[config.mk]
export PLATFORM = sky130hd
export DESIGN_NAME = asp_core
export DESIGN_NICKNAME = d
export VERILOG_FILES = /design/src/verilog/asp_pkg.sv /design/src/verilog/asp_core.sv
export SDC_FILE = /design/constraint.sdc
export NUM_CORES = 1
export LEC_CHECK = 0
export CORE_ASPECT_RATIO = 0.8
export CORE_MARGIN = 2
export CORE_UTILIZATION = 35
export DETAILED_ROUTE_END_ITERATION = 8
export DONT_BUFFER_PORTS = 1
export GPL_TIMING_DRIVEN = 0
export PLACE_DENSITY = 0.49
export SYNTH_ARGS = -nofsm -noshare
export SYNTH_HDL_FRONTEND = slang
export SYNTH_SLANG_ARGS = --single-unit
[constraint.sdc]
create_clock -name clk_i -period 6.35 [get_ports clk_i]
set_clock_uncertainty 0.15 [all_clocks]
set_input_delay 0.3175 -clock clk_i [delete_from_list [all_inputs] [get_ports clk_i]]
set_output_delay 0.3175 -clock clk_i [all_outputs]
set_load 0.01 [all_outputs]
[src/verilog/asp_pkg.sv]
// Constants for the asynchronous serial port core.
// How it works
// - Send start, data LSB first, parity, stops.
// - Store error flags alongside each received character.
// - Divisor is 16-bit integer plus 6-bit fraction.
// - Divider makes 16x tick; sixteen ticks per bit.
// - Divisors take effect only on line control write.
// - Two 16-entry FIFOs; receive adds four status bits.
// - Enabled transmitter sends frames until FIFO empties.
// - Busy from non-empty FIFO until last stop sent.
// - Recheck start on eighth tick; reject false starts.
// - Sample data every sixteenth tick, then parity.
// - Stop must be high, else framing error; store.
// - Data read pops twelve bits; write pushes eight.
// - Reset leaves FIFOs one deep until enabled.
// - Flags show FIFO empty/full; status shows overrun.
// - Per-FIFO trigger levels, both half after reset.
// - Raise error, timeout and FIFO level events.
// - Enabled events OR into one interrupt line.
// - Mask gates interrupt; raw status shows all.
// - Writing one to clear drops raw and masked.
// - Loopback routes transmit output into receiver.
// - Transmit and receive enables set at reset, port enable clear; disable finishes character.
package asp_pkg;
	localparam logic [7:0]  ADR_DATA = 8'h00;
	localparam logic [7:0]  ADR_RSR  = 8'h04;
	localparam logic [7:0]  ADR_FLAG = 8'h18;
	localparam logic [7:0]  ADR_IBRD = 8'h24;
	localparam logic [7:0]  ADR_FBRD = 8'h28;
	localparam logic [7:0]  ADR_LCR  = 8'h2c;
	localparam logic [7:0]  ADR_CTL  = 8'h30;
	localparam logic [7:0]  ADR_IFLS = 8'h34;
	localparam logic [7:0]  ADR_IM   = 8'h38;
	localparam logic [7:0]  ADR_RIS  = 8'h3c;
	localparam logic [7:0]  ADR_MIS  = 8'h40;
	localparam logic [7:0]  ADR_ICR  = 8'h44;
	localparam int          LC_BRK   = 0;
	localparam int          LC_PEN   = 1;
	localparam int          LC_EPS   = 2;
	localparam int          LC_STP2  = 3;
	localparam int          LC_FEN   = 4;
	localparam int          LC_WLEN  = 5;
	localparam int          LC_SPS   = 7;
	localparam int          CT_EN    = 0;
	localparam int          CT_LBE   = 7;
	localparam int          CT_TXE   = 8;
	localparam int          CT_RXE   = 9;
	localparam logic [9:0]  CTL_RST  = 10'h300;
	localparam logic [5:0]  IFLS_RST = 6'h12;
	localparam int          IR_RX    = 4;
	localparam int          IR_TX    = 5;
	localparam int          IR_RT    = 6;
	localparam int          IR_FE    = 7;
	localparam int          IR_PE    = 8;
	localparam int          IR_BE    = 9;
	localparam int          IR_OE    = 10;
	localparam int          FR_BUSY  = 3;
	localparam int          FR_RX_FIFO_EMPTY  = 4;
	localparam int          FR_TX_FIFO_FULL  = 5;
	localparam int          FR_RX_FIFO_FULL  = 6;
	localparam int          FR_TX_FIFO_EMPTY  = 7;
	localparam logic [3:0]  OVS_LAST = 4'hf;
	localparam logic [3:0]  START_CK = 4'h7;
	localparam logic [8:0]  RT_TICKS = 9'h1ff;
	localparam logic [22:0] FRAC_ONE = 23'h000040;
endpackage : asp_pkg

[src/verilog/asp_core.sv]
// Serial port core: Wishbone registers, baud generator, FIFOs, transmitter, receiver.
`timescale 1ns/100ps
module asp_core #(
	parameter int DEPTH = 16
) (
	input  wire logic        clk_i,
	input  wire logic        rst_i,
	input  wire logic        wb_cyc_i,
	input  wire logic        wb_stb_i,
	input  wire logic        wb_we_i,
	input  wire logic [7:0]  wb_adr_i,
	input  wire logic [3:0]  wb_sel_i,
	input  wire logic [31:0] wb_dat_i,
	output logic      [31:0] wb_dat_o,
	output logic             wb_ack_o,
	input  wire logic        rx_i,
	output logic             tx_o,
	output logic             irq_o
);
	localparam int AW = $clog2(DEPTH);

	// The level arithmetic needs a power of two of at least eight entries.
	if (DEPTH < 8 || (1 << AW) != DEPTH) begin : g_bad_depth
		$error("asp_core: DEPTH must be a power of two, at least 8");
	end

	typedef enum logic [2:0] {T_IDLE, T_START, T_DATA, T_PAR, T_STOP} asp_tx_t;
	typedef enum logic [2:0] {R_IDLE, R_START, R_DATA, R_PAR, R_STOP} asp_rx_t;

	typedef struct packed {
		logic                   ack;
		logic [31:0]            rdat;
		logic [15:0]            ibrd;
		logic [5:0]             fbrd;
		logic [7:0]             lcr;
		logic [29:0]            cfg;
		logic [9:0]             ctl;
		logic [5:0]             ifls;
		logic [10:0]            im;
		logic [10:0]            ris;
		logic [3:0]             rsr;
		logic [22:0]            acc;
		logic                   tick;
		logic [DEPTH-1:0][7:0]  txm;
		logic [AW-1:0]          twp;
		logic [AW-1:0]          trp;
		logic [AW:0]            tcnt;
		logic [DEPTH-1:0][11:0] rxm;
		logic [AW-1:0]          rwp;
		logic [AW-1:0]          rrp;
		logic [AW:0]            rcnt;
		asp_tx_t                ts;
		logic [3:0]             tsub;
		logic                   tbit2;
		logic [2:0]             tbit;
		logic [7:0]             tsh;
		logic                   tpar;
		logic                   tline;
		logic                   txo;
		asp_rx_t                rs;
		logic [3:0]             rsub;
		logic [2:0]             rbit;
		logic [7:0]             rsh;
		logic                   rpe;
		logic                   rprev;
		logic                   rlow;
		logic                   ovp;
		logic [8:0]             rto;
		logic                   irq;
	} asp_state_t;

	asp_state_t st;
	asp_state_t n;

	logic        req;
	logic        wr_lcr;
	logic        rx_line;
	logic [7:0]  lc;
	logic [21:0] div;
	logic [2:0]  last;
	logic [AW:0] eff;
	logic [AW:0] tlvl;
	logic [AW:0] rlvl;
	logic        busy;
	logic [7:0]  rdata;
	logic [31:0] wmerged;
	logic [31:0] wibrd;
	logic [31:0] wctl;

	function automatic logic [AW:0] level(input logic [2:0] sel);
		case (sel)
			3'h0:    level = (AW+1)'(DEPTH / 8);
			3'h1:    level = (AW+1)'(DEPTH / 4);
			3'h2:    level = (AW+1)'(DEPTH / 2);
			3'h3:    level = (AW+1)'(DEPTH * 3 / 4);
			default: level = (AW+1)'(DEPTH * 7 / 8);
		endcase
	endfunction : level

	function automatic logic parity(input logic [7:0] d, input logic [7:0] l);
		logic [7:0] m;
		logic       p;
		m = 8'hff >> (2'h3 - l[asp_pkg::LC_WLEN +: 2]);
		p = ^(d & m);
		if (l[asp_pkg::LC_SPS]) begin
			parity = ~l[asp_pkg::LC_EPS];
		end else begin
			parity = l[asp_pkg::LC_EPS] ? p : ~p;
		end
	endfunction : parity

	function automatic logic [31:0] merge(input logic [31:0] o, input logic [31:0] d,
		input logic [3:0] s);
		merge = o;
		for (int i = 0; i < 4; i++) begin
			if (s[i]) begin
				merge[i*8 +: 8] = d[i*8 +: 8];
			end
		end
	endfunction : merge

	////////////////////////////////////////////////////////////////////////////
	// Derived views of the registered state.
	// divisor fixed point
	assign div     = st.cfg[21:0];
	assign lc      = st.cfg[29:22];
	assign last    = 3'h4 + {1'b0, lc[asp_pkg::LC_WLEN +: 2]};
	assign eff     = lc[asp_pkg::LC_FEN] ? (AW+1)'(DEPTH) : (AW+1)'(1);
	assign tlvl    = lc[asp_pkg::LC_FEN] ? level(st.ifls[2:0]) : '0;
	assign rlvl    = lc[asp_pkg::LC_FEN] ? level(st.ifls[5:3]) : (AW+1)'(1);
	assign busy    = (st.tcnt != '0) || (st.ts != T_IDLE);
	assign rx_line = st.ctl[asp_pkg::CT_LBE] ? st.txo : rx_i;
	assign rdata   = st.rsh >> (2'h3 - lc[asp_pkg::LC_WLEN +: 2]);
	assign req     = wb_cyc_i && wb_stb_i && !st.ack;
	assign wr_lcr  = req && wb_we_i && (wb_adr_i == asp_pkg::ADR_LCR);
	assign wmerged = merge(32'h0, wb_dat_i, wb_sel_i);
	// Byte-lane merges keep the lanes that a partial write leaves alone.
	assign wibrd   = merge({16'h0, st.ibrd}, wb_dat_i, wb_sel_i);
	assign wctl    = merge({22'h0, st.ctl}, wb_dat_i, wb_sel_i);

	////////////////////////////////////////////////////////////////////////////
	// Next-state logic. Clears are applied before sets so that an event in
	// the clearing cycle survives.
	always_comb begin
		n = st;
		n.ack = req;
		n.tick = 1'b0;
		// Bus side: one ack per request, one cycle after it is seen.
		if (req && wb_we_i) begin
			case (wb_adr_i)
				asp_pkg::ADR_DATA: begin
					if (wb_sel_i[0] && st.tcnt != eff) begin
						n.txm[st.twp] = wb_dat_i[7:0];
						n.twp = st.twp + 1'b1;
						n.tcnt = n.tcnt + 1'b1;
					end
				end
				asp_pkg::ADR_RSR:  n.rsr = 4'h0;
				asp_pkg::ADR_IBRD: n.ibrd = wibrd[15:0];
				asp_pkg::ADR_FBRD: n.fbrd = wmerged[5:0];
				asp_pkg::ADR_LCR: begin
					n.lcr = wb_sel_i[0] ? wb_dat_i[7:0] : st.lcr;
					n.cfg = {n.lcr, st.ibrd, st.fbrd};
				end
				asp_pkg::ADR_CTL:  n.ctl = wctl[9:0];
				asp_pkg::ADR_IFLS: n.ifls = wmerged[5:0];
				asp_pkg::ADR_IM:   n.im = wmerged[10:0];
				asp_pkg::ADR_ICR:  n.ris = st.ris & ~wmerged[10:0];
				default: ;
			endcase
		end
		if (req && !wb_we_i) begin
			case (wb_adr_i)
				asp_pkg::ADR_DATA: begin
					n.rdat = (st.rcnt != '0) ? {20'h0, st.rxm[st.rrp]} : 32'h0;
					if (st.rcnt != '0) begin
						n.rrp = st.rrp + 1'b1;
						n.rcnt = n.rcnt - 1'b1;
						n.rto = '0;
					end
				end
				asp_pkg::ADR_RSR:  n.rdat = {28'h0, st.rsr};
				asp_pkg::ADR_FLAG: n.rdat = {24'h0, st.tcnt == '0, st.rcnt == eff,
					st.tcnt == eff, st.rcnt == '0, busy, 3'h0};
				asp_pkg::ADR_IBRD: n.rdat = {16'h0, st.ibrd};
				asp_pkg::ADR_FBRD: n.rdat = {26'h0, st.fbrd};
				asp_pkg::ADR_LCR:  n.rdat = {24'h0, st.lcr};
				asp_pkg::ADR_CTL:  n.rdat = {22'h0, st.ctl};
				asp_pkg::ADR_IFLS: n.rdat = {26'h0, st.ifls};
				asp_pkg::ADR_IM:   n.rdat = {21'h0, st.im};
				asp_pkg::ADR_RIS:  n.rdat = {21'h0, st.ris};
				asp_pkg::ADR_MIS:  n.rdat = {21'h0, st.ris & st.im};
				default:           n.rdat = 32'h0;
			endcase
		end
		// fractional accumulator in 1/64 units makes the 16x tick.
		if (div[21:6] == 16'h0) begin
			n.acc = '0;
		end else if (st.acc + asp_pkg::FRAC_ONE >= {1'b0, div}) begin
			n.acc = st.acc + asp_pkg::FRAC_ONE - {1'b0, div};
			n.tick = 1'b1;
		end else begin
			n.acc = st.acc + asp_pkg::FRAC_ONE;
		end
		// Transmitter. A frame once begun runs to its end whatever the enables.
		n.txo = 1'b1;
		case (st.ts)
			T_IDLE: begin
				n.tline = 1'b1;
				// start when enabled and data waiting
				if (st.ctl[asp_pkg::CT_EN] && st.ctl[asp_pkg::CT_TXE] && st.tcnt != '0) begin
					n.tsh = st.txm[st.trp];
					n.tpar = parity(st.txm[st.trp], lc);
					n.trp = st.trp + 1'b1;
					n.tcnt = n.tcnt - 1'b1;
					n.ts = T_START;
					n.tsub = 4'h0;
					n.tline = 1'b0;
					if (n.tcnt == tlvl) begin
						n.ris[asp_pkg::IR_TX] = 1'b1;
					end
				end
			end
			// start, data LSB first, parity, stops
			T_START: begin
				if (st.tick && st.tsub == asp_pkg::OVS_LAST) begin
					n.ts = T_DATA;
					n.tbit = 3'h0;
					n.tline = st.tsh[0];
				end
			end
			T_DATA: begin
				if (st.tick && st.tsub == asp_pkg::OVS_LAST) begin
					if (st.tbit != last) begin
						n.tbit = st.tbit + 1'b1;
						n.tsh = st.tsh >> 1;
						n.tline = st.tsh[1];
					end else if (lc[asp_pkg::LC_PEN]) begin
						n.ts = T_PAR;
						n.tline = st.tpar;
					end else begin
						n.ts = T_STOP;
						n.tbit2 = 1'b0;
						n.tline = 1'b1;
					end
				end
			end
			T_PAR: begin
				if (st.tick && st.tsub == asp_pkg::OVS_LAST) begin
					n.ts = T_STOP;
					n.tbit2 = 1'b0;
					n.tline = 1'b1;
				end
			end
			T_STOP: begin
				if (st.tick && st.tsub == asp_pkg::OVS_LAST) begin
					if (lc[asp_pkg::LC_STP2] && !st.tbit2) begin
						n.tbit2 = 1'b1;
					end else begin
						n.ts = T_IDLE;
					end
				end
			end
			default: n.ts = T_IDLE;
		endcase
		if (st.ts != T_IDLE && st.tick) begin
			n.tsub = st.tsub + 1'b1;
		end
		// A send-break request forces the line low after the current bit logic.
		n.txo = n.tline & ~lc[asp_pkg::LC_BRK];
		// Receiver.
		n.rprev = rx_line;
		if (st.rs != R_IDLE && st.tick) begin
			n.rsub = st.rsub + 1'b1;
		end
		case (st.rs)
			R_IDLE: begin
				if (st.ctl[asp_pkg::CT_EN] && st.ctl[asp_pkg::CT_RXE] && st.rprev && !rx_line) begin
					n.rs = R_START;
					n.rsub = 4'h0;
				end
			end
			R_START: begin
				if (st.tick && st.rsub == asp_pkg::START_CK) begin
					n.rs = rx_line ? R_IDLE : R_DATA;
					n.rsub = 4'h0;
					n.rbit = 3'h0;
					n.rlow = 1'b1;
					n.rpe = 1'b0;
				end
			end
			R_DATA: begin
				if (st.tick && st.rsub == asp_pkg::OVS_LAST) begin
					n.rsh = {rx_line, st.rsh[7:1]};
					n.rlow = st.rlow & ~rx_line;
					n.rbit = st.rbit + 1'b1;
					if (st.rbit == last) begin
						n.rs = lc[asp_pkg::LC_PEN] ? R_PAR : R_STOP;
					end
				end
			end
			R_PAR: begin
				if (st.tick && st.rsub == asp_pkg::OVS_LAST) begin
					n.rpe = rx_line != parity(rdata, lc);
					n.rlow = st.rlow & ~rx_line;
					n.rs = R_STOP;
				end
			end
			// stop must be high, then store
			R_STOP: begin
				if (st.tick && st.rsub == asp_pkg::OVS_LAST) begin
					n.rs = R_IDLE;
					n.rto = '0;
					n.rlow = st.rlow & ~rx_line;
					n.ris[asp_pkg::IR_FE] = n.ris[asp_pkg::IR_FE] | ~rx_line;
					n.ris[asp_pkg::IR_PE] = n.ris[asp_pkg::IR_PE] | st.rpe;
					n.ris[asp_pkg::IR_BE] = n.ris[asp_pkg::IR_BE] | n.rlow;
					n.rsr = n.rsr | {1'b0, n.rlow, st.rpe, ~rx_line};
					if (n.rcnt == eff) begin
						n.ovp = 1'b1;
						n.rsr[3] = 1'b1;
						n.ris[asp_pkg::IR_OE] = 1'b1;
					end else begin
						n.rxm[st.rwp] = {st.ovp, n.rlow, st.rpe, ~rx_line,
							n.rlow ? 8'h00 : rdata};
						n.rwp = st.rwp + 1'b1;
						n.rcnt = n.rcnt + 1'b1;
						n.ovp = 1'b0;
						if (n.rcnt == rlvl) begin
							n.ris[asp_pkg::IR_RX] = 1'b1;
						end
					end
				end
			end
			default: n.rs = R_IDLE;
		endcase
		// Timeout: 32 idle bit times with data left unread.
		if (st.rcnt == '0 || st.rs != R_IDLE) begin
			n.rto = '0;
		end else if (st.tick && st.rto != asp_pkg::RT_TICKS) begin
			n.rto = st.rto + 1'b1;
		end else if (st.tick) begin
			n.ris[asp_pkg::IR_RT] = 1'b1;
			n.rto = '0;
		end
		n.irq = |(n.ris & n.im);
	end

	////////////////////////////////////////////////////////////////////////////
	// State register.
	always_ff @(posedge clk_i) begin
		if (rst_i) begin
			st <= '0;
			st.ctl <= asp_pkg::CTL_RST;
			st.ifls <= asp_pkg::IFLS_RST;
			st.ts <= T_IDLE;
			st.rs <= R_IDLE;
			st.tline <= 1'b1;
			st.txo <= 1'b1;
			st.rprev <= 1'b1;
		end else begin
			st <= n;
		end
	end

	assign wb_dat_o = st.rdat;
	assign wb_ack_o = st.ack;
	assign tx_o     = st.txo;
	assign irq_o    = st.irq;
endmodule : asp_core

# ---- Word-level counts from Yosys, hierarchy flattened
# Cells that the tools add are included.
dict set report totals {
  regBits 559
  elab_cells 359
  out_inout_bits 35
}
dict set report op_classes {
  add_sub_neg 17
  mux 116
  n_eq_ne 55
  n_lt_le_gt_ge 7
  shifts 2
  n_reduce_logical 73
  n_bitwise 18
}
# cell count
set op_table {}
lappend op_table {{bitwise mux 192 bit} 1}
lappend op_table {{one-hot mux 16 bit (11 select lines)} 1}
lappend op_table {{bitwise mux 128 bit} 1}
lappend op_table {{2-to-1 mux 5 bit} 12}
lappend op_table {{equality test 8 x 6 -> 1 bit, second input constant} 7}
lappend op_table {{2-to-1 mux 11 bit} 5}
lappend op_table {{2-to-1 mux 9 bit} 6}
lappend op_table {{binary-select mux 12 bit (select 4 bit)} 1}
lappend op_table {{demux 12 bit (select 4 bit)} 1}
lappend op_table {{2-to-1 mux 12 bit} 4}
lappend op_table {{2-to-1 mux 4 bit} 10}
lappend op_table {{2-to-1 mux 8 bit} 5}
lappend op_table {{2-to-1 mux 3 bit} 13}
lappend op_table {{2-to-1 mux 1 bit} 35}
lappend op_table {{AND 11 bit} 3}
lappend op_table {{binary-select mux 8 bit (select 4 bit)} 1}
lappend op_table {{demux 8 bit (select 4 bit)} 1}
lappend op_table {{!= test 2 bit, second input constant} 16}
lappend op_table {{one-hot mux 4 bit (4 select lines)} 2}
lappend op_table {{one-hot mux 3 bit (5 select lines)} 2}
lappend op_table {{AND reduction 3 bit} 9}
lappend op_table {{2-to-1 mux 26 bit} 1}
lappend op_table {{equality test 5 bit} 5}
lappend op_table {{adder 4 x 1 -> 4 bit, second input constant} 6}
lappend op_table {{60 further kinds} 140}

# ---- Longest topological paths before layout
# Gate-level depths: netlist (run 1).
dict set report logic_depth {
  depth_word 13
  ltp_mapped 15
  depth_no_buf 14
}

# ---- Worst setup path after synthesis (run 1)
# No wires, ideal clock.
dict set report synth_path {
  path_kind {register -> register}
  start {reg st[410] (netlist name)}
  end {reg st[402] (netlist name)}
  arrival_ps 3153
  required_ps 6072
  synth_period_minus_slack_ps 3430
  setup_ps 128
  path_slack_ps 2920
  stages_incl_launch_ff 16
  path_buffers 1
  path_cell_list {dfxtp_1 nand2_1 nor2_1 nand4_1 nor3_1 xnor2_1 inv_1 ha_1 nand2_1 nor4_1 a311oi_1 o21ai_0 nand2_1 buf_1 mux2i_1 nor2_1}
}
dict set report synth_between {
  elab_chain_cells 3
}
# item line_no
set synth_lines {}
lappend synth_lines {{from (decl)} asp_core.sv:72} ;# asp_state_t st;
lappend synth_lines {{from (signal assigned)} asp_core.sv:362} ;# st <= n;
lappend synth_lines {{adder 23 x 7 -> 23 bit} asp_core.sv:199} ;# end else if (st.acc + asp_pkg::FRAC_ONE >= {1'b0, div}) begin
lappend synth_lines {{greater-or-equal comparator 23 x 22 -> 1 bit} asp_core.sv:199}
lappend synth_lines {{2-to-1 mux 23 bit} asp_core.sv:199}
# No other way between the ends.
# A chain may end at the register's enable or synchronous reset.

# ---- Worst setup path in the final report (run 1)
dict set report layout_path {
  start {reg st[407] (netlist name)}
  end {reg st[405] (netlist name)}
}
# The elaborated chain is that of the path after synthesis.

==> metrics.cfg, run 1 <==
[status]
status=finished clean

[synth]
syn-instance-count=2814
yosysWarnings=0
synth_area_leader_cell=dfxtp_1
postSynthAreaPerCell_um2=9.07
dominantRegCellSynth=dfxtp_1
synthDominantCellAreaShare=0.420
synth.distinct_cells=77
yosys-top-cells-count=dfxtp_1, nor2_1, mux2i_1, nand3_1, nand2_1
ys_async_sr_fraction=0
netlist_area_um2=25500
yosysSeqAreaShare=0.420
synth_edf_count=0
ys_top_cells_by_area=dfxtp_1, mux2i_1, mux4_2
synth.ff_latch_count=535
yosysMostFrequentCell=dfxtp_1

[power_and_ir_drop]
cellLeakagePower_nw=11.4
pwr-share-clk=0.504
seqPwrFrac=0.472
power_mw=7.12
swShare=0.225
netSwitchingPower_mw=1.61
combPwrFrac=0.025
power_density_nw_per_um2=245
peakVddDrop_uv=221
p_int_mw=5.51

[global_route]
antenna_found_initial=4
grt_max_degree=17
grt_pass1_wl_mm=129
overflow=0
grt_usage=0.225
grt_pass1_vias=20500

[floorplanning]
rows=88
initial_utilization=0.354
dieArea_um2=75100
die_w_um=306
io_pins=85
fp.dieH_um=246
core_area_um2=72100

[clock_tree]
post_cts_buffers=0
cts-resized-gates=0
clock_latency_ps=650
htree_levels=2
cts_buffer_depth=3
clock_sinks=535
cts_buffers=59
cts_root_buffer=clkbuf_16
clk_pin_slew_ps=60
cts_tree=done
postCtsHoldBufs=25

[drt]
drt-pass1-iter-count=9
antenna_left=0
drcViolationCount=0
drt-initial-drc-count=2212
vias=21800
wl_per_cell_um=22.0
wirelength_mm=85.9
vias_per_cell=5.58

[worst_setup_path]
crit_required_ps=6690
cp_slowest_cell=a2111oi_0
path_buf_inv=2
start_kind=register
crit_chain=ha_1 > xor2_1 > ha_1 > a21oi_1 > inv_1 > a2111oi_0 > o211ai_1 > nand3_1 > nand4_1 > nand2_1 > buf_1 > mux2i_1 > nor2_1
path_common_cell=ha_1
critPathCaptureType=register
cp_top_family=compound AO/OA/AOI/OAI gates
cp.arrival_ps=5000
crit_path_max_incr_delay_ps=790
crit_fanout=10
worst-setup-path-type=reg2reg

[place]
postPlaceCellArea_um2=26800
dp_hpwl_mm=63.0
port-buffer-count=0
place.gp.congestion=0.950
pre_cts_ws_ps=1730

[sta]
min_period_ps=4660
setup_viol=0
hold_violations=0
worstMarginPinSlew_ps=1410
fmax_mhz=215
rsz0062_at_grt=no
timing.final.crit_share=0.733
fin_tns_setup_ps=0
hold_ws_ps=56.4
slew_headroom=0.0492
finalMaxSlewViolations=0
layout_setup_ws_ps=1690

[layout]
syn2layout_area_growth_pct=13.8
fin_area_um2=29100
multi_input_area_um2=13500
layout.nets=3011
regArea_um2=10700
drive_above_1_share=0.0975
fillers=7139

[hold_path]
hold_class=in2reg

[flow_run]
drv_cap=0

per-layer routing:
metal / part of all wire / wire length [um] / global-route usage / up-vias
met5: 0 / 0 / 0 / -
met4: 0.017 / 1430 / 0.0501 / 0
met3: 0.077 / 6650 / 0.0344 / 95
met2: 0.40 / 34500 / 0.319 / 823
met1: 0.50 / 43300 / 0.352 / 10800
li1: - / - / - / 10100
power by group through the flow:
| stage | Combinational, mW | Clock (mW) | Sequential (mW) |
|---|---|---|---|
| floorplan | 0.0872 | 0 | 3.43 |
| global placement | 0.154 | 0 | 3.43 |
| detailed placement | 0.155 | 0 | 3.43 |
| CTS | 0.171 | 3.66 | 3.36 |
| global route | 0.183 | 3.78 | 3.36 |
| finish | 0.175 | 3.59 | 3.36 |
sequential cells by signal, indices dropped and copies added (netlist names):
name      flops
st          494
div          22
wb_dat_o     16
irq_o         1
tx_o          1
wb_ack_o      1
logic make-up after synthesis:
group	share of synthesized area
XOR/XNOR	0.0305
AO/OA/AOI/OAI	0.109
flip-flops	0.420
multiplexers	0.180
adder cells (fa/ha/maj)	0.0232
buffers and inverters	0.0553
other	0.000147
AND/OR/NAND/NOR	0.182
stage by stage:
stage	std cells	utilization
3_5_place_dp	3774	0.371
6_report	3909	0.403
3_3_place_gp	3774	0.371
5_1_grt	3909	0.403
2_1_floorplan	2829	-
4_1_cts	3908	0.403
path summary, 6_finish.rpt:
| check | start | cells after the start | slack [ps] | endpoint |
|---|---|---|---|---|
| setup / recovery | st[407]$_SDFF_PP0_ | 13 | 1690 | st[405]$_SDFFE_PP0N_ |
| setup reg to reg | st[407]$_SDFF_PP0_ | 13 | 1690 | st[405]$_SDFFE_PP0N_ |
| hold / removal | wb_we_i | 4 | 60 | wb_dat_o[1]$_SDFFE_PP0N_ |
| hold reg to reg | div[2]$_SDFFE_PP0P_ | 2 | 310 | div[2]$_SDFFE_PP0P_ |
layout make-up:
type | count | share of cell area
repair buffers | 25 | 0.00861
diodes | 1 | 0.0000861
clock buffers | 95 | 0.0627
well taps | 945 | 0.0407
flip-flops and latches | 535 | 0.369
plain buffers | 244 | 0.0415
clock inverters | 14 | 0.00745
multi-input cells | 1995 | 0.463
inverters | 55 | 0.00711
cell usage in the layout, fill, tap and decap left out, types with 38 or more instances in the layout:
cell type	instances
nor2_1	428
buf_4	38
clkbuf_1	153
clkbuf_16	59
inv_1	55
nand2_1	208
a22oi_1	38
o21ai_0	167
dfxtp_1	535
ha_1	45
mux2i_1	263
xnor2_1	60
a21oi_1	139
mux4_2	83
nand3_1	210
worst min-delay path: cells and delay by family:
family,cells,cell delay (ps)
AOI/OAI and AO/OA,1,100
buffers and inverters,1,230
and+or+nand+nor,2,140
Note: power is estimated with default switching activity, not from simulation.
==> inputs of run 2 (changes only) <==
--- a/config.mk
+++ b/config.mk
@@ -5,13 +5,14 @@
 export SDC_FILE = /design/constraint.sdc
 export NUM_CORES = 1
 export LEC_CHECK = 0
+export ABC_AREA = 1
 export CORE_ASPECT_RATIO = 0.8
 export CORE_MARGIN = 2
 export CORE_UTILIZATION = 35
 export DETAILED_ROUTE_END_ITERATION = 8
 export DONT_BUFFER_PORTS = 1
 export GPL_TIMING_DRIVEN = 0
-export PLACE_DENSITY = 0.49
+export PLACE_DENSITY = 0.51
 export SYNTH_ARGS = -nofsm -noshare
 export SYNTH_HDL_FRONTEND = slang
 export SYNTH_SLANG_ARGS = --single-unit
==> constraint.sdc (replaced) <==
create_clock -name clk_i -period 4.1 [get_ports clk_i]
set_clock_uncertainty 0.15 [all_clocks]
set_input_delay 0.205 -clock clk_i [delete_from_list [all_inputs] [get_ports clk_i]]
set_output_delay 0.205 -clock clk_i [all_outputs]
set_load 0.01 [all_outputs]
==> run 2 against run 1 <==
Compared with the run above: non-clock buffer count increased by 31; via count is 21% higher; register-to-register slack worse by 1400 ps; critical path type is now in2reg; synthesized cell count grew 36%.
==> metrics.cfg, run 2 <==
[status]
status=finished clean

[drt]
antenna_left=0
vias_per_cell=5.27
drt-pass1-iter-count=5
wl_per_cell_um=20.8
vias=26500
drt-initial-drc-count=3010
drcViolationCount=0
wirelength_mm=104

[layout]
layout.nets=4053
syn2layout_area_growth_pct=15.2
mostFrequentLayoutCells=a21oi_1, nand2_1, o21ai_0
largest-register=st
drive_above_1_share=0.0577
fin_area_um2=30400
regArea_um2=10700
final_common_cell=a21oi_1
fillers=8067
largest_register_ffs=494
multi_input_area_um2=12700

[synth]
netlist_area_um2=26400
dominantRegCellSynth=dfxtp_1
ys_top_cells_by_area=dfxtp_1, a21oi_1, o21ai_0
synth_area_leader_cell=dfxtp_1
yosysMostFrequentCell=a21oi_1
syn-instance-count=3829
postSynthAreaPerCell_um2=6.89
synth.ff_latch_count=535
synth_edf_count=0
synth_compound_area_frac=0.248
yosysSeqAreaShare=0.406
synthMuxAreaShare=0.000379
synth.distinct_cells=62
yosysWarnings=0
ys_async_sr_fraction=0
synthSimpleGateAreaFrac=0.187
synthDominantCellAreaShare=0.406
yosys-top-cells-count=a21oi_1, nand2_1, o21ai_0, dfxtp_1, inv_1
synth-xor-area-share=0.0166
synth_top_family_by_area=compound AO/OA/AOI/OAI gates
synthAdderAreaFrac=0.0221

[place]
place.gp.congestion=0.979
postPlaceCellArea_um2=27700
port-buffer-count=0
dp_hpwl_mm=75.6

[clock_tree]
clk_pin_slew_ps=70
clock_latency_ps=650
cts_buffer_depth=3
cts_buffers=59
clock_sinks=535
htree_levels=2
cts_tree=done
cts_root_buffer=clkbuf_16

[floorplanning]
core_area_um2=75000
rows=90
die_w_um=311
io_pins=85
initial_utilization=0.352
dieArea_um2=77600
fp.dieH_um=250

[sta]
fmax_mhz=259
worstMarginPinSlew_ps=1120
fin_tns_setup_ps=0
timing.final.crit_share=0.940
hold_violations=0
rsz0062_at_grt=no
finalMaxSlewViolations=0
slew_headroom=0.252
min_period_ps=3850
setup_viol=0

[power_and_ir_drop]
cellLeakagePower_nw=11.5
power_mw=11.7
power_density_nw_per_um2=384
peakVddDrop_uv=360

[worst_setup_path]
crit_fanout=10
worst-setup-path-type=in2reg
crit_required_ps=4460
critPathCaptureType=register
crit_chain=dlygate4sd3_1 > nor2_2 > nand2_2 > dlygate4sd3_1 > nor2_8 > inv_1 > nor2_1 > nand2_1 > buf_2 > nor2_1 > nand2_1 > clkbuf_1 > o21ai_0 > a21oi_1
path_buf_inv=5
start_kind=input pin
cp.arrival_ps=4210
crit_path_max_incr_delay_ps=630
cp_top_family=buffers and inverters
cp_slowest_cell=dlygate4sd3_1

[flow_run]
drv_cap=0

[global_route]
grt_pass1_wl_mm=156
grt_pass1_vias=24400
grt_max_degree=16
grt_usage=0.262
antenna_found_initial=2
overflow=0

[hold_path]
hold_class=in2reg

-- run 2: cells by family (layout without fill, tap and decap cells) --
| group | count (synthesis) | after routing |
|---|---|---|
| multiplexers | 1 | 1 |
| AND/OR/NAND/NOR | 1162 | 1162 |
| flip-flops | 535 | 535 |
| buffers and inverters | 791 | 953 |
| adder cells (fa/ha/maj) | 46 | 46 |
| XOR/XNOR | 50 | 50 |
| AO/OA/AOI/OAI | 1243 | 1243 |
| other | 1 | 17 |
-- run 2: final cells by class --
cell class / instances / share of cell area
Multi-Input combinational cell: 2518 / 0.417
Antenna cell: 1 / 0.0000823
Inverter: 543 / 0.0671
Clock buffer: 86 / 0.0589
Tap cell: 1012 / 0.0416
Timing Repair Buffer: 52 / 0.0166
Clock inverter: 24 / 0.00971
Buffer: 248 / 0.0370
Sequential cell: 535 / 0.352
-- run 2: stage by stage --
| stage | hold WS [ps] | setup WS [ps] | cells | utilization |
|---|---|---|---|---|
| 4_1_cts | 3.95 | 25.1 | 5014 | 0.404 |
| 3_5_place_dp | 178 | -448 | 4856 | 0.370 |
| 2_1_floorplan | 168 | 567 | 3844 | - |
| 3_3_place_gp | 175 | -444 | 4856 | 0.370 |
| 6_report | 43.8 | 245 | 5019 | 0.405 |
| 5_1_grt | 64.0 | 14.4 | 5018 | 0.405 |
-- run 2: worst paths after layout --
path / startpoint / to / slack, ps / cells past startpoint
setup reg to reg: st[59]$_SDFFE_PP0P_ / wb_dat_o[0]$_SDFFE_PP0N_ / 270 / 10
setup / recovery: wb_adr_i[7] / st[309]$_SDFFE_PP0P_ / 250 / 14
hold / removal: wb_dat_i[4] / st[460]$_SDFFE_PP0P_ / 40 / 3
hold reg to reg: st[156]$_SDFFE_PP0P_ / st[156]$_SDFFE_PP0P_ / 290 / 2
-- run 2: report_power, final --
part | internal (mW) | switching (mW)
sequential | 5.23 | 0.0272
clock | 3.40 | 2.40
combinational | 0.167 | 0.472
total | 8.79 | 2.90
-- run 2: worst min-delay path: cells and delay by family --
| family | cells | cell delay, ps |
|---|---|---|
| AOI/OAI and AO/OA | 1 | 60 |
| buffers and inverters | 1 | 360 |
| and+or+nand+nor | 1 | 180 |
-- run 2: layer usage --
metal	vias to the layer above	global-route usage	part of all wire
li1	12800	-	-
met1	12400	0.383	0.47
met2	1017	0.390	0.42
met3	181	0.0430	0.078
met4	2	0.0832	0.031
met5	-	0	0.00011
-- run 2: repair_timing --
item,4_1_cts,5_1_grt
resized for setup,8,12
hold buffers,46,0
pin swaps,2,2
setup buffers,2,4
setup endpoints to repair,24,27
gates cloned,0,0
hold endpoints to repair,53,0
==> inputs of run 3 (changes only) <==
--- a/config.mk
+++ b/config.mk
@@ -5,7 +5,6 @@
 export SDC_FILE = /design/constraint.sdc
 export NUM_CORES = 1
 export LEC_CHECK = 0
-export ABC_AREA = 1
 export CORE_ASPECT_RATIO = 0.8
 export CORE_MARGIN = 2
 export CORE_UTILIZATION = 35
==> run 3 against run 2 <==
Compared with the run above: setup slack lost 4.8 ps; final cell count shrank 22%; wire length shrank 20%; count of clock-buffer cells in the layout is the same; maximum frequency shrank 0.12%; first-iteration DRC count shrank 27%; largest power group unchanged; largest cell class unchanged; critical path depth shrank 1; non-clock buffer count shrank 21.
==> metrics.cfg, run 3 (same netlist as run 1, synthesis figures left out) <==
[status]
status=finished clean

[global_route]
grt_pass1_wl_mm=126
grt_max_degree=17
overflow=0
grt_usage=0.217
antenna_found_initial=2
grt_pass1_vias=20100

[power_and_ir_drop]
peakVddDrop_uv=378
power_density_nw_per_um2=368
cellLeakagePower_nw=11.4

[clock_tree]
clock_latency_ps=640
clock_sinks=535
cts_buffer_depth=3
clk_pin_slew_ps=70
cts_tree=done
htree_levels=2
cts_buffers=60
cts_root_buffer=clkbuf_16

[floorplanning]
io_pins=85
dieArea_um2=75100
initial_utilization=0.354
core_area_um2=72100
rows=88
fp.dieH_um=246
die_w_um=306

[sta]
min_period_ps=3860
fmax_mhz=259
finalMaxSlewViolations=0
setup_viol=0
slew_headroom=0.0611
fin_tns_setup_ps=0
worstMarginPinSlew_ps=1400
timing.final.crit_share=0.941
rsz0062_at_grt=yes
hold_violations=0

[layout]
drive_above_1_share=0.0991
largest-register=st
regArea_um2=10700
largest_register_ffs=494
mostFrequentLayoutCells=dfxtp_1, nor2_1, mux2i_1
final_common_cell=dfxtp_1
fillers=7141
fin_util=0.403
layout.nets=3022
multi_input_area_um2=13500
syn2layout_area_growth_pct=13.9

[drt]
vias=21600
vias_per_cell=5.52
wl_per_cell_um=21.3
wirelength_mm=83.5
drt-initial-drc-count=2199
drcViolationCount=0
drt-pass1-iter-count=6
antenna_left=0

[worst_setup_path]
start_kind=register
crit_chain=inv_1 > ha_1 > nor4b_4 > nor4_4 > buf_4 > o21ai_0 > inv_1 > ha_1 > xor2_1 > nand3_1 > o31ai_1 > nand4_1 > o221ai_2
cp_slowest_cell=nor4b_4
crit_fanout=6
cp.arrival_ps=4180
path_buf_inv=3
crit_path_max_incr_delay_ps=640
critPathCaptureType=register
cp_top_family=simple AND/OR/NAND/NOR gates
crit_required_ps=4420
worst-setup-path-type=reg2reg

[hold_path]
hold_class=in2reg

[place]
port-buffer-count=0
place.gp.congestion=0.911
dp_hpwl_mm=61.8

[flow_run]
drv_cap=0

==> run 3: cell types whose count changed in the layout (fill, tap and decap cells not counted), moves of 28 or more <==
cell      delta
mux4_2      +83
nand2_1    -342
clkbuf_1    -28
nor2_1     +139
o21ai_0    -375
xnor2_1     +47
inv_1      -474
a22oi_1     +31
mux2i_1    +262
a21oi_1    -438
==> run 3: what timing repair did <==
item | 4_1_cts | 5_1_grt
hold buffers | 33 | 0
setup buffers | 3 | 0
hold endpoints to repair | 87 | 0
gates resized for setup | 4 | 12
pin swaps | 1 | 0
setup endpoints to repair | 63 | 42
==> run 3: final cells by class <==
| cell class | count | share of cell area |
|---|---|---|
| antenna | 2 | 0.000172 |
| buffer | 243 | 0.0416 |
| clock buffer | 86 | 0.0592 |
| clock inverter | 17 | 0.00590 |
| inverter | 55 | 0.00710 |
| multi-input combinational | 1995 | 0.465 |
| sequential | 535 | 0.369 |
| tap | 945 | 0.0407 |
| timing repair buffer | 36 | 0.0121 |
==> run 3: worst min-delay path, cell delays in order <==
cell	delay, ps
or2_1	140
nor2_1	90
nand2_1	110
nor2_1	70
a21oi_1	110
nor2_1	50
==> run 3: power by group <==
group	total, mW	switching [mW]	leakage [nW]	internal [mW]
clock network	5.24	2.27	0.918	2.97
registers	5.20	0.00117	4.31	5.20
logic	0.269	0.210	6.22	0.0585
total	10.7	2.48	11.4	8.23
==> run 3: worst paths after layout <==
| path | slack, ps | to | depth (start not counted) | from |
|---|---|---|---|---|
| setup reg to reg | 240 | irq_o$_SDFF_PP0_ | 13 | st[54]$_SDFF_PP0_ |
| setup / recovery | 240 | irq_o$_SDFF_PP0_ | 13 | st[54]$_SDFF_PP0_ |
| hold / removal | 50 | st[455]$_SDFFE_PP0P_ | 6 | wb_adr_i[6] |
| hold reg to reg | 310 | div[2]$_SDFFE_PP0P_ | 2 | div[2]$_SDFFE_PP0P_ |
==> run 3: metal layers <==
layer,global-route usage,share of wire,vias to the layer above
li1,-,-,10100
met1,0.341,0.50,10600
met2,0.304,0.40,824
met3,0.0405,0.083,101
met4,0.0452,0.015,2
met5,0,0.00014,-
==> run 3: stage by stage <==
stage | instances | setup WS, ps | power [mW] | area, um^2 | hold slack, ps
after global placement | 3774 | -345 | 5.55 | 26800 | 189
after detailed placement | 3774 | -313 | 5.55 | 26800 | 191
after floorplan | 2829 | 670 | 5.45 | 25600 | 180
after global routing | 3912 | 5.99 | 11.0 | 29100 | 55.8
after CTS | 3913 | 22.3 | 10.8 | 29000 | 0.455
final | 3914 | 240 | 10.7 | 29100 | 46.1
